==> config.mk <==
export PLATFORM = sky130hd
export DESIGN_NAME = hpc_regs
export DESIGN_NICKNAME = d
export VERILOG_FILES = /design/src/core/hpc_pkg.sv /design/src/core/hpc_regs.sv
export SDC_FILE = /design/constraint.sdc
export NUM_CORES = 1
export LEC_CHECK = 0
export ABC_AREA = 1
export BUFFER_PORTS_ARGS = -buffer_cell sky130_fd_sc_hd__buf_2
export CAP_MARGIN = 20
export CORE_MARGIN = 2
export CORE_UTILIZATION = 55
export CTS_CLUSTER_DIAMETER = 80
export DETAILED_ROUTE_END_ITERATION = 6
export GPL_TIMING_DRIVEN = 0
export PLACE_DENSITY = 0.8
export SLEW_MARGIN = 5
export SYNTH_ARGS = -nofsm -noshare
export SYNTH_HDL_FRONTEND = slang
export SYNTH_SLANG_ARGS = --single-unit
==> constraint.sdc <==
create_clock -name i_clk -period 4 [get_ports i_clk]
set_clock_uncertainty 0.05 [all_clocks]
set_input_delay 0.8 -clock i_clk [delete_from_list [all_inputs] [get_ports i_clk]]
set_output_delay 0.8 -clock i_clk [all_outputs]
set_load 0.1 [all_outputs]
==> src/core/hpc_pkg.sv <==
package hpc_pkg;
  // Register offsets
  localparam logic [7:0] OFS_STATUS  = 8'h00;
  localparam logic [7:0] OFS_MODE    = 8'h01;
  localparam logic [7:0] OFS_RT      = 8'h02;
  localparam logic [7:0] OFS_LIB     = 8'h03;
  localparam logic [7:0] OFS_SEQ0    = 8'h04;
  localparam logic [7:0] OFS_SEQ7    = 8'h0b;
  localparam logic [7:0] OFS_TRIG    = 8'h0c;
  localparam logic [7:0] OFS_DRVCFG  = 8'h1d;
  localparam logic [7:0] OFS_CTRL3   = 8'h1b;
  localparam int         NUM_SLOTS   = 8;
  // Fields
  localparam int BIT_RESET   = 7;
  localparam int BIT_STANDBY = 6;
  localparam int BIT_RESULT  = 3;
  localparam int BIT_FBTO    = 2;
  localparam int BIT_THERM   = 1;
  localparam int BIT_OCUR    = 0;
  localparam int BIT_FLOAT   = 4;
  localparam int BIT_WAIT    = 7;
  localparam int BIT_SIGNSEL = 3;
  localparam int BIT_ANASEL  = 1;
  localparam int BIT_ACCPL   = 5;
  // Reset values and write masks
  localparam logic [7:0] RST_MODE   = 8'h40;
  localparam logic [7:0] RST_SEQ0   = 8'h01;
  localparam logic [7:0] RST_DRVCFG = 8'h80;
  localparam logic [7:0] RST_CTRL3  = 8'h93;
  localparam logic [7:0] MASK_MODE  = 8'hc7;
  localparam logic [7:0] MASK_LIB   = 8'h17;
  localparam logic [7:0] MASK_CTRL3 = 8'hbf;
  // Timing
  localparam int CLK_HZ       = 200_000_000;
  localparam int WAIT_UNIT_MS = 10;
  localparam int WAIT_UNIT_CYC = CLK_HZ / 1000 * WAIT_UNIT_MS;
  localparam int RETRY_MS     = 10;
  localparam int RETRY_CYC    = CLK_HZ / 1000 * RETRY_MS;
  // Modes
  typedef enum logic [2:0] {
    MD_INTERNAL, MD_EDGE, MD_LEVEL, MD_PWM, MD_AUDIO, MD_REALTIME, MD_DIAG, MD_CAL
  } hpc_mode_t;
endpackage

==> src/core/hpc_regs.sv <==
`timescale 1ns/1ps
// Summary of operation
// - Status bits 7:5 show part identifier
// - Status bit 3 holds last routine verdict
// - Verdict clears on read, valid after trigger
// - Feedback timeout flag sets, clears on read
// - Thermal flag latches, shuts down, read clears
// - Overcurrent latches, shutdown, periodic restart retry
// - Reset bit restores defaults, aborts, self-clears
// - Standby bit, default one, ready when zero
// - Mode 0 plays only on software trigger
// - Mode 1 edge sets trigger, second cancels
// - Mode 2 trigger follows pin level
// - Mode 3 drives from PWM or analog
// - Mode 4 audio to vibration
// - Mode 5 drives realtime register continuously
// - Realtime byte signed unless unsigned selected
// - Mode 6 diagnostic, self-clear, store verdict
// - Mode 7 calibration, self-clear, store results
// - Library select chooses waveform library
// - Wait entries idle ten ms per count
// - Play slots in order, stop at zero
// - Trigger stays high, host clear cancels
// - Bus target address 0x5A
module hpc_regs #(
  parameter int WAIT_CYC  = hpc_pkg::WAIT_UNIT_CYC,
  parameter int RETRY_CYC = hpc_pkg::RETRY_CYC,
  parameter logic [2:0] PART_ID = 3'h5 // Arbitrary identity value
) (
  input  wire logic       i_clk,
  input  wire logic       i_srst,
  // Register port from the bus target logic (address 0x5A decoded there)
  input  wire logic       i_wr,
  input  wire logic       i_rd,
  input  wire logic [7:0] i_addr,
  input  wire logic [7:0] i_wdata,
  output logic      [7:0] o_rdata,
  // Pin and engine events
  input  wire logic       i_trig_pin,
  input  wire logic       i_temp_over,
  input  wire logic       i_low_impedance,
  input  wire logic       i_fb_timeout,
  input  wire logic       i_wave_done,
  input  wire logic       i_routine_done,
  input  wire logic       i_routine_fail,
  // Engine controls
  output logic            o_active,
  output logic [2:0]      o_mode,
  output logic            o_drive_enable,
  output logic [7:0]      o_drive_level,
  output logic            o_drive_signed,
  output logic            o_analog_input_select,
  output logic            o_audio_coupling_enable,
  output logic            o_output_float_bit,
  output logic [2:0]      o_library_select,
  output logic            o_wave_start,
  output logic [6:0]      o_wave_index,
  output logic            o_wave_abort,
  output logic            o_routine_start,
  output logic            o_routine_abort
);

  ////////////////////////////////////////////////////////////////////////////
  typedef enum {SQ_IDLE, SQ_LOAD, SQ_PLAY, SQ_WAIT, SQ_ROUTINE} hpc_seq_t;

  typedef struct packed {
    logic [1:0]  pin_sync;
    logic        pin_prev;
    logic [7:0]  mode;
    logic [7:0]  rt;
    logic [7:0]  lib;
    logic [7:0]  drvcfg;
    logic [7:0]  ctrl3;
    logic [hpc_pkg::NUM_SLOTS-1:0][7:0] seq;
    logic        trig;
    logic        result;
    logic        fbto;
    logic        therm;
    logic        ocur;
    logic        shut_oc;
    logic [31:0] retry_cnt;
    hpc_seq_t    sq;
    logic [2:0]  slot;
    logic [31:0] wait_cnt;
    logic [6:0]  wait_units;
    logic [7:0]  rdata;
    logic        active;
    logic        drive_en;
    logic        wstart;
    logic        wabort;
    logic        rstart;
    logic        rabort;
    logic [6:0]  windex;
  } hpc_state_t;

  hpc_state_t s_r;
  hpc_state_t s_nxt;

  logic        pin_rise;
  logic        pin_fall;
  logic        reg_write;
  logic        soft_reset;
  logic        host_clear;
  logic [7:0]  entry;
  logic [7:0]  status;
  logic        step;

  ////////////////////////////////////////////////////////////////////////////
  function automatic hpc_state_t reset_state();
    hpc_state_t d;
    d           = '0;
    d.mode      = hpc_pkg::RST_MODE;
    d.drvcfg    = hpc_pkg::RST_DRVCFG;
    d.ctrl3     = hpc_pkg::RST_CTRL3;
    d.seq[0]    = hpc_pkg::RST_SEQ0;
    d.sq        = SQ_IDLE;
    return d;
  endfunction

  always_comb begin
    s_nxt      = s_r;
    step       = 1'b0;
    pin_rise   = s_r.pin_sync[1] & ~s_r.pin_prev;
    pin_fall   = ~s_r.pin_sync[1] & s_r.pin_prev;
    reg_write  = i_wr;
    soft_reset = i_wr && i_addr == hpc_pkg::OFS_MODE && i_wdata[hpc_pkg::BIT_RESET];
    host_clear = i_wr && i_addr == hpc_pkg::OFS_TRIG && !i_wdata[0];
    entry      = s_r.seq[s_r.slot];
    status     = {PART_ID, 1'b0, s_r.result, s_r.fbto, s_r.therm, s_r.ocur};

    s_nxt.pin_sync = {s_r.pin_sync[0], i_trig_pin};
    s_nxt.pin_prev = s_r.pin_sync[1];
    s_nxt.wstart   = 1'b0;
    s_nxt.wabort   = 1'b0;
    s_nxt.rstart   = 1'b0;
    s_nxt.rabort   = 1'b0;

    // Register writes, undefined bits masked off
    if (reg_write) begin
      unique case (i_addr)
        hpc_pkg::OFS_MODE:   s_nxt.mode   = i_wdata & hpc_pkg::MASK_MODE & 8'h7f;
        hpc_pkg::OFS_RT:     s_nxt.rt     = i_wdata;
        hpc_pkg::OFS_LIB:    s_nxt.lib    = i_wdata & hpc_pkg::MASK_LIB;
        hpc_pkg::OFS_TRIG:   s_nxt.trig   = i_wdata[0];
        hpc_pkg::OFS_DRVCFG: s_nxt.drvcfg = i_wdata;
        hpc_pkg::OFS_CTRL3:  s_nxt.ctrl3  = i_wdata & hpc_pkg::MASK_CTRL3;
        default: begin
          if (i_addr >= hpc_pkg::OFS_SEQ0 && i_addr <= hpc_pkg::OFS_SEQ7) begin
            s_nxt.seq[i_addr[2:0] - 3'h4] = i_wdata;
          end
        end
      endcase
    end

    // External trigger modes
    if (s_r.mode[2:0] == hpc_pkg::MD_EDGE && pin_rise) begin
      s_nxt.trig = ~s_r.trig; // Second edge while busy cancels
    end
    if (s_r.mode[2:0] == hpc_pkg::MD_LEVEL && (pin_rise || pin_fall)) begin
      s_nxt.trig = s_r.pin_sync[1]; // No effect if already matching
    end

    // Faults: set wins over read-clear
    if (i_rd && i_addr == hpc_pkg::OFS_STATUS) begin
      s_nxt.result = 1'b0;
      s_nxt.fbto   = 1'b0;
      s_nxt.therm  = 1'b0;
      s_nxt.ocur   = 1'b0;
    end
    if (i_fb_timeout) s_nxt.fbto = 1'b1;
    if (i_temp_over)  s_nxt.therm = 1'b1;
    if (i_low_impedance && !s_r.shut_oc) begin
      s_nxt.ocur      = 1'b1;
      s_nxt.shut_oc   = 1'b1;
      s_nxt.retry_cnt = '0;
    end
    if (s_r.shut_oc) begin
      // Periodic restart attempt; impedance recheck each period
      s_nxt.retry_cnt = s_r.retry_cnt + 32'h1;
      if (s_r.retry_cnt >= 32'(RETRY_CYC - 1)) begin
        s_nxt.retry_cnt = '0;
        s_nxt.shut_oc   = i_low_impedance;
      end
    end

    // Sequencer and routines
    unique case (s_r.sq)
      SQ_IDLE: begin
        if (s_r.trig && !s_r.mode[hpc_pkg::BIT_STANDBY] && !s_r.therm && !s_r.shut_oc) begin
          if (s_r.mode[2:0] == hpc_pkg::MD_DIAG || s_r.mode[2:0] == hpc_pkg::MD_CAL) begin
            s_nxt.rstart = 1'b1;
            s_nxt.sq     = SQ_ROUTINE;
          end else if (s_r.mode[2:0] <= hpc_pkg::MD_LEVEL) begin
            s_nxt.slot = 3'h0;
            s_nxt.sq   = SQ_LOAD;
          end
        end
      end
      SQ_LOAD: begin
        if (entry == 8'h00) begin
          s_nxt.trig = 1'b0; // Zero id ends the sequence
          s_nxt.sq   = SQ_IDLE;
        end else if (entry[hpc_pkg::BIT_WAIT]) begin
          s_nxt.wait_units = entry[6:0];
          s_nxt.wait_cnt   = '0;
          s_nxt.sq         = SQ_WAIT;
        end else begin
          s_nxt.windex = entry[6:0];
          s_nxt.wstart = 1'b1;
          s_nxt.sq     = SQ_PLAY;
        end
      end
      SQ_PLAY, SQ_WAIT: begin
        if (s_r.sq == SQ_PLAY) begin
          step = i_wave_done;
        end else if (s_r.wait_units == 7'h0) begin
          step = 1'b1;
        end else if (s_r.wait_cnt >= 32'(WAIT_CYC - 1)) begin
          s_nxt.wait_cnt   = '0;
          s_nxt.wait_units = s_r.wait_units - 7'h1; // 10 ms per unit
        end else begin
          s_nxt.wait_cnt = s_r.wait_cnt + 32'h1;
        end
        if (step) begin
          if (s_r.slot == 3'(hpc_pkg::NUM_SLOTS - 1)) begin
            s_nxt.trig = 1'b0; // Last slot played
            s_nxt.sq   = SQ_IDLE;
          end else begin
            s_nxt.slot = s_r.slot + 3'h1;
            s_nxt.sq   = SQ_LOAD;
          end
        end
      end
      SQ_ROUTINE: begin
        if (i_routine_done) begin
          s_nxt.result = i_routine_fail; // Last routine's verdict
          s_nxt.trig   = 1'b0; // Self-clear marks result valid
          s_nxt.sq     = SQ_IDLE;
        end
      end
    endcase

    // Cancel when trigger is dropped or fault strikes mid-playback
    // Natural end already returns to idle, so it raises no abort
    if (s_r.sq != SQ_IDLE && s_nxt.sq != SQ_IDLE && (!s_nxt.trig || s_r.therm || s_r.shut_oc)) begin
      s_nxt.wabort = s_r.sq != SQ_ROUTINE;
      s_nxt.rabort = s_r.sq == SQ_ROUTINE;
      s_nxt.trig   = 1'b0;
      s_nxt.sq     = SQ_IDLE;
    end
    if (host_clear && s_r.sq != SQ_IDLE) s_nxt.wabort = s_r.sq != SQ_ROUTINE;

    // Continuous drive modes; host parks with mode 0 or standby
    s_nxt.drive_en = !s_nxt.mode[hpc_pkg::BIT_STANDBY] && !s_nxt.therm && !s_nxt.shut_oc &&
                     (s_nxt.mode[2:0] == hpc_pkg::MD_PWM || s_nxt.mode[2:0] == hpc_pkg::MD_AUDIO ||
                      s_nxt.mode[2:0] == hpc_pkg::MD_REALTIME);
    s_nxt.active = s_nxt.sq != SQ_IDLE || s_nxt.drive_en;

    // Read data
    s_nxt.rdata = 8'h00;
    if (i_rd) begin
      unique case (i_addr)
        hpc_pkg::OFS_STATUS: s_nxt.rdata = status;
        hpc_pkg::OFS_MODE:   s_nxt.rdata = s_r.mode;
        hpc_pkg::OFS_RT:     s_nxt.rdata = s_r.rt;
        hpc_pkg::OFS_LIB:    s_nxt.rdata = s_r.lib;
        hpc_pkg::OFS_TRIG:   s_nxt.rdata = {7'h0, s_r.trig};
        hpc_pkg::OFS_DRVCFG: s_nxt.rdata = s_r.drvcfg;
        hpc_pkg::OFS_CTRL3:  s_nxt.rdata = s_r.ctrl3;
        default: begin
          if (i_addr >= hpc_pkg::OFS_SEQ0 && i_addr <= hpc_pkg::OFS_SEQ7) begin
            s_nxt.rdata = s_r.seq[i_addr[2:0] - 3'h4];
          end
        end
      endcase
    end

    // Software reset acts like a power cycle; abort pulses survive it
    if (soft_reset) begin
      s_nxt          = reset_state();
      s_nxt.pin_sync = {s_r.pin_sync[0], i_trig_pin};
      s_nxt.pin_prev = s_r.pin_sync[1];
      s_nxt.wabort   = 1'b1;
      s_nxt.rabort   = s_r.sq == SQ_ROUTINE;
    end
  end

  always_ff @(posedge i_clk) begin
    if (i_srst) begin
      s_r <= reset_state();
    end else begin
      s_r <= s_nxt;
    end
  end

  ////////////////////////////////////////////////////////////////////////////
  assign o_rdata                 = s_r.rdata;
  assign o_active                = s_r.active;
  assign o_mode                  = s_r.mode[2:0];
  assign o_drive_enable          = s_r.drive_en;
  assign o_drive_level           = s_r.rt;
  assign o_drive_signed          = ~s_r.drvcfg[hpc_pkg::BIT_SIGNSEL];
  assign o_analog_input_select   = s_r.drvcfg[hpc_pkg::BIT_ANASEL];
  assign o_audio_coupling_enable = s_r.ctrl3[hpc_pkg::BIT_ACCPL];
  assign o_output_float_bit      = s_r.lib[hpc_pkg::BIT_FLOAT];
  assign o_library_select        = s_r.lib[2:0];
  assign o_wave_start            = s_r.wstart;
  assign o_wave_index            = s_r.windex;
  assign o_wave_abort            = s_r.wabort;
  assign o_routine_start         = s_r.rstart;
  assign o_routine_abort         = s_r.rabort;

endmodule

* Word-level counts from Yosys, hierarchy flattened
Cells that the tools add are included.
W data, S select, Z words.
** Storage, ports and cells
- Bits in registers :: 231
- Latch bits :: 0
- RAM bits :: 0
- Memory bits (read-only) :: 0
- Logic and storage cells :: 219
- Memories kept :: 0
** Cells by class
- $add $sub $neg :: 5
- Multipliers :: 0
- Div/mod/pow operators :: 0
- Magnitude comparators :: 8
- Equal/unequal tests :: 31
- Shift-type cells :: 0
- Multiplexer cells :: 66
- Bitwise logic cells :: 13
- Reduce and logical (&&, ||, !) cells :: 62
** Operator list (count)
- $mux W32 :: 5
- $mux W39 :: 4
- $mux W64 :: 2
- $pmux W32 S4 :: 1
- $mux W35 :: 3
- $mux W104 :: 1
- $reduce_bool A32 Y1 :: 3
- $pmux W39 S2 :: 1
- $mux W33 :: 2
- $add A32 B1 Y32 const B :: 2
- $bwmux W64 :: 1
- $eq A32 B2 Y1 const B :: 2
- $eq A32 B3 Y1 const B :: 2
- $ge A32 B21 Y1 const B :: 2
- $mux W8 :: 7
- $pmux W8 S7 :: 1
- $bmux W8 S3 :: 2
- $mux W7 :: 5
- $mux W34 :: 1
- $eq A32 B1 Y1 const B :: 1
- $eq A32 B4 Y1 const B :: 1
- $logic_not A32 Y1 :: 1
- $ne A32 B4 Y1 const B :: 1
- $demux W8 S3 :: 1
- other kinds (41) :: 133

* Longest topological paths before layout
- Depth in word-level cells :: 21
- Gate-level depth with buffers :: 20
- Mapped depth without buffers :: 20

* Least setup slack after synthesis
OpenSTA, ideal clock, no wires.
- Path kind :: input-to-reg
- Start :: in i_addr[7]
- End :: reg (tool-made name)
- Setup time :: 0.128 ns
- Arrival :: 2.264 ns
- Setup slack :: 1.558 ns
- Stages :: 10
- Cell sequence :: nor2_1 -> nand3_1 -> nor2_1 -> nand4_1 -> nand2_1 -> inv_2 -> buf_2 -> clkbuf_1 -> o21ai_0 -> a21oi_1
** RTL lines
- start, declared :: line hpc_regs.sv:35 : input wire logic [7:0] i_addr,

* Worst setup path in the final report
- Start :: in i_addr[7]
- End :: reg s_r[118] (netlist name)
** Between the ends
- Word-level cells in the longest chain between the ends :: 4
** Ends and longest elaborated chain
- $eq A8 B1 Y1 :: line hpc_regs.sv:126 : soft_reset = i_wr && i_addr == hpc_pkg::OFS_MODE && i_wdata[hpc_pkg::BIT_RESET];
- $logic_and A1 B1 Y1 (2 in a row) :: line hpc_regs.sv:126
- $reduce_or A2 Y1 (no line)
- end signal, assigned :: line hpc_regs.sv:290 : s_r <= reset_state();
- end signal, assigned :: line hpc_regs.sv:292 : s_r <= s_nxt;
- end, declared :: line hpc_regs.sv:96 : hpc_state_t s_r;
Every way passes these cells.
A chain may end at the register's enable or synchronous reset.

==> metrics.md <==
| Metric | Value |
|---|---|
| Routed wire per std cell | `about 17 microns` |
| Primary FF master, synth | `dfxtp_1` |
| Pre-antenna DRT Iters | `6` |
| RSZ-0062 raised after global routing | `false` |
| Critical Path RT | `4.33 ns` |
| IO Count | `66` |
| Hold_buf cts | `0` |
| Global-route wire length before repair | `between 50 and 60 mm` |
| # resized after CTS | `0` |
| Power per Cell Area | `485.8 nW/um^2` |
| Fin Setup TNS | `0 ns` |
| Initial antenna violation count | `2` |
| TritonCTS Buffers | `25` |
| Worst slew pin tran | `0.8906 ns` |
| GRT Total Usage | `30.32%` |
| Initial Utilization | `around 56%` |
| Hold WC Path Type | `reg -> reg` |
| Die span in x | `153.6 microns` |
| Family with the most delay on the worst path | `simple AND/OR/NAND/NOR gates` |
| H-Tree Level Count | `1` |
| Drt drc | `0` |
| Starting DRT DRC Count | `1239` |
| Startpoint class of the critical path | `input port` |
| Count of final setup violators | `0` |
| Total number of vias | `12236` |
| Via-to-Cell Ratio | `5.745` |
| Hold Slack | `0.3659 ns` |
| Cell Chain, Critical Path | `buf_2 -> nor2_1 -> nand3_1 -> nor2_1 -> nand4_1 -> nand2_1 -> buf_2 -> clkbuf_1 -> nor3_1` |
| Syn Inst Count | `1742` |
| Post-synth EDFFs | `0` |
| Status | `complete, no violations` |
| Core area | `between 20000 and 25000 sq um` |
| Routed Antenna Nets | `0` |
| Row count | `54` |
| Rel. slew slack | `a little over 40%` |
| Most frequent cells in the layout | `304 x nand2_1, 231 x dfxtp_1, 212 x inv_1` |
| Largest net degree at the start of global routing | `15` |
| Peak fanout along the critical path | `10` |
| Netlist cell types | `roughly 60` |
| Ys Warns | `0` |
| Seq/Total Area, Yosys | `37.56%` |
| Clock root buffer | `clkbuf_16` |
| Post-CTS Setup Inserts | `0` |
| Area growth from synthesis to layout | `13.26%` |
| Clock Latency Late Sink | `about 0.54 ns` |
| Maximum clock frequency | `313.8 MHz` |
| Max-slew violation count | `0` |
| Final hold vios | `0` |
| Grt ovf | `0` |
| Register bit total from synthesis | `231` |
| Leak | `approximately 5.7 nW` |
| Most common cell after layout, fill and taps aside | `nand2_1` |
| Minimum clock period | `3.187 ns` |
| Post-Route WL | `36.89 mm` |
| CP max stage delay | `0.65 ns` |
| WP data arrival | `3.52 ns` |
| Crit-path slowest cell | `clkbuf_1` |
| Reg clk slew, reported paths | `about 0.060 ns` |
| Synthesized Nets | `between 1500 and 2000` |
| Height of the die | `roughly 150 microns` |
| Buf+Inv Stages, Crit Path | `3` |
| Largest vdd supply drop | `0.4342 mV` |
| Maxcap violations | `0` |
| Final nets | `1864` |
| Clock Tree Buf Depth | `3` |
| Period Utilization, post-route | `about four fifths` |
| Async set-reset flop share out of synthesis | `0%` |
| Cell Area, Synth | `12310 sq um` |
| Vias in the first global route | `11183` |
| RePlAce Congestion | `0.9719` |
| HPWL Detailed | `about 27 mm` |
| Clk sinks | `231` |
| Worst setup EP type | `register` |
| Layout cells sized above 1 | `14.55%` |
| Syn avg cell area | `approximately 7.1 sq um` |
| DIE AREA | `roughly 24000 sq um` |
| CTS tree | `built` |
| Crit Path Category | `in -> reg` |
| Buffers on Ports | `61` |
==> cell usage after synthesis (all sizes together) (15+ instances only) <==
library cell,n,area (sq um)
a211oi,21,167.7
a21oi,145,725.7
buf,69,528.0
clkbuf,40,150.1
dfxtp,231,4624
inv,233,884.6
nand2,318,1267
nand3,138,755.7
nand4,42,262.8
nor2,194,993.4
nor3,39,215.2
o21ai,157,800.8
o221ai,15,131.4
xor2,17,148.9
==> cells by family (layout without fill, tap and decap cells) <==
family                   after synthesis  in the layout  synth area share, %
multiplexers                           1              1              0.08130
adder cells (fa/ha/maj)                7              7               0.7113
AND/OR/NAND/NOR                      757            757                29.83
XOR/XNOR                              22             22                1.565
flip-flops                           231            231                37.56
AO/OA/AOI/OAI                        378            378                17.43
buffers and inverters                346            453                12.82
other                                  0              1                    0
==> final timing paths <==
| check | startpoint | end | slack (ns) | cells after the start |
|---|---|---|---|---|
| setup / recovery | i_addr[7] | s_r[118] | 0.81 | 9 |
| hold / removal | s_r[238] | s_r[239] | 0.37 | 2 |
| setup reg to reg | s_r[61] | o_wave_index[2] | 1.21 | 14 |
| hold reg to reg | s_r[238] | s_r[239] | 0.37 | 2 |
==> cell type report <==
| type | instances | area (sq um) |
|---|---|---|
| repair buffers | 61 | 305.3 |
| diodes | 1 | 2.502 |
| plain buffers | 109 | 678.2 |
| clock buffers | 28 | 666.9 |
| inverters | 237 | 900.9 |
| multi-input cells | 1165 | 6110 |
| flip-flops and latches | 231 | 4624 |
| clock inverters | 18 | 307.8 |
| well taps | 280 | 350.3 |
| fillers | 2005 | 7945 |
==> stage by stage <==
stage	cell area, sq um	power (W)	std cells	worst slack [ns]	utilization [%]
6_report	13950	0.006775	2130	0.8134	63.71
5_1_grt	13950	0.007023	2130	0.6798	63.71
4_1_cts	13940	0.006782	2129	0.9573	63.69
3_5_place_dp	12970	0.004078	2083	0.4010	59.24
3_3_place_gp	12970	0.004060	2083	0.3861	59.24
2_1_floorplan	12310	0.003700	1742	1.558	-
==> where the power goes <==
group / switching [W] / internal [W]
Sequential: 0.0000468 / 0.00237
Clock: 0.000998 / 0.00172
Combinational: 0.00117 / 0.000473
==> per-layer routing <==
layer	up-vias	GRT usage, %	wire [microns]
li1	5921	-	-
met1	5649	39.42	15180
met2	548	49.65	16850
met3	118	4.735	2863
met4	0	14.02	2000
met5	-	0	0
==> worst register-to-register path, stage by stage, from the launching register on <==
cell and delay, ns:
dfxtp_1 0.32, buf_4 0.18, inv_4 0.11, buf_2 0.27, nand3_1 0.12, nand3_1 0.10
nand2_1 0.17, nand2_1 0.10, nor2_1 0.04, nand2_1 0.21, inv_1 0.09, nor2_1 0.41
buf_2 0.30, nor2_1 0.06, a211oi_1 0.17
(Power assumes the default switching activity.)
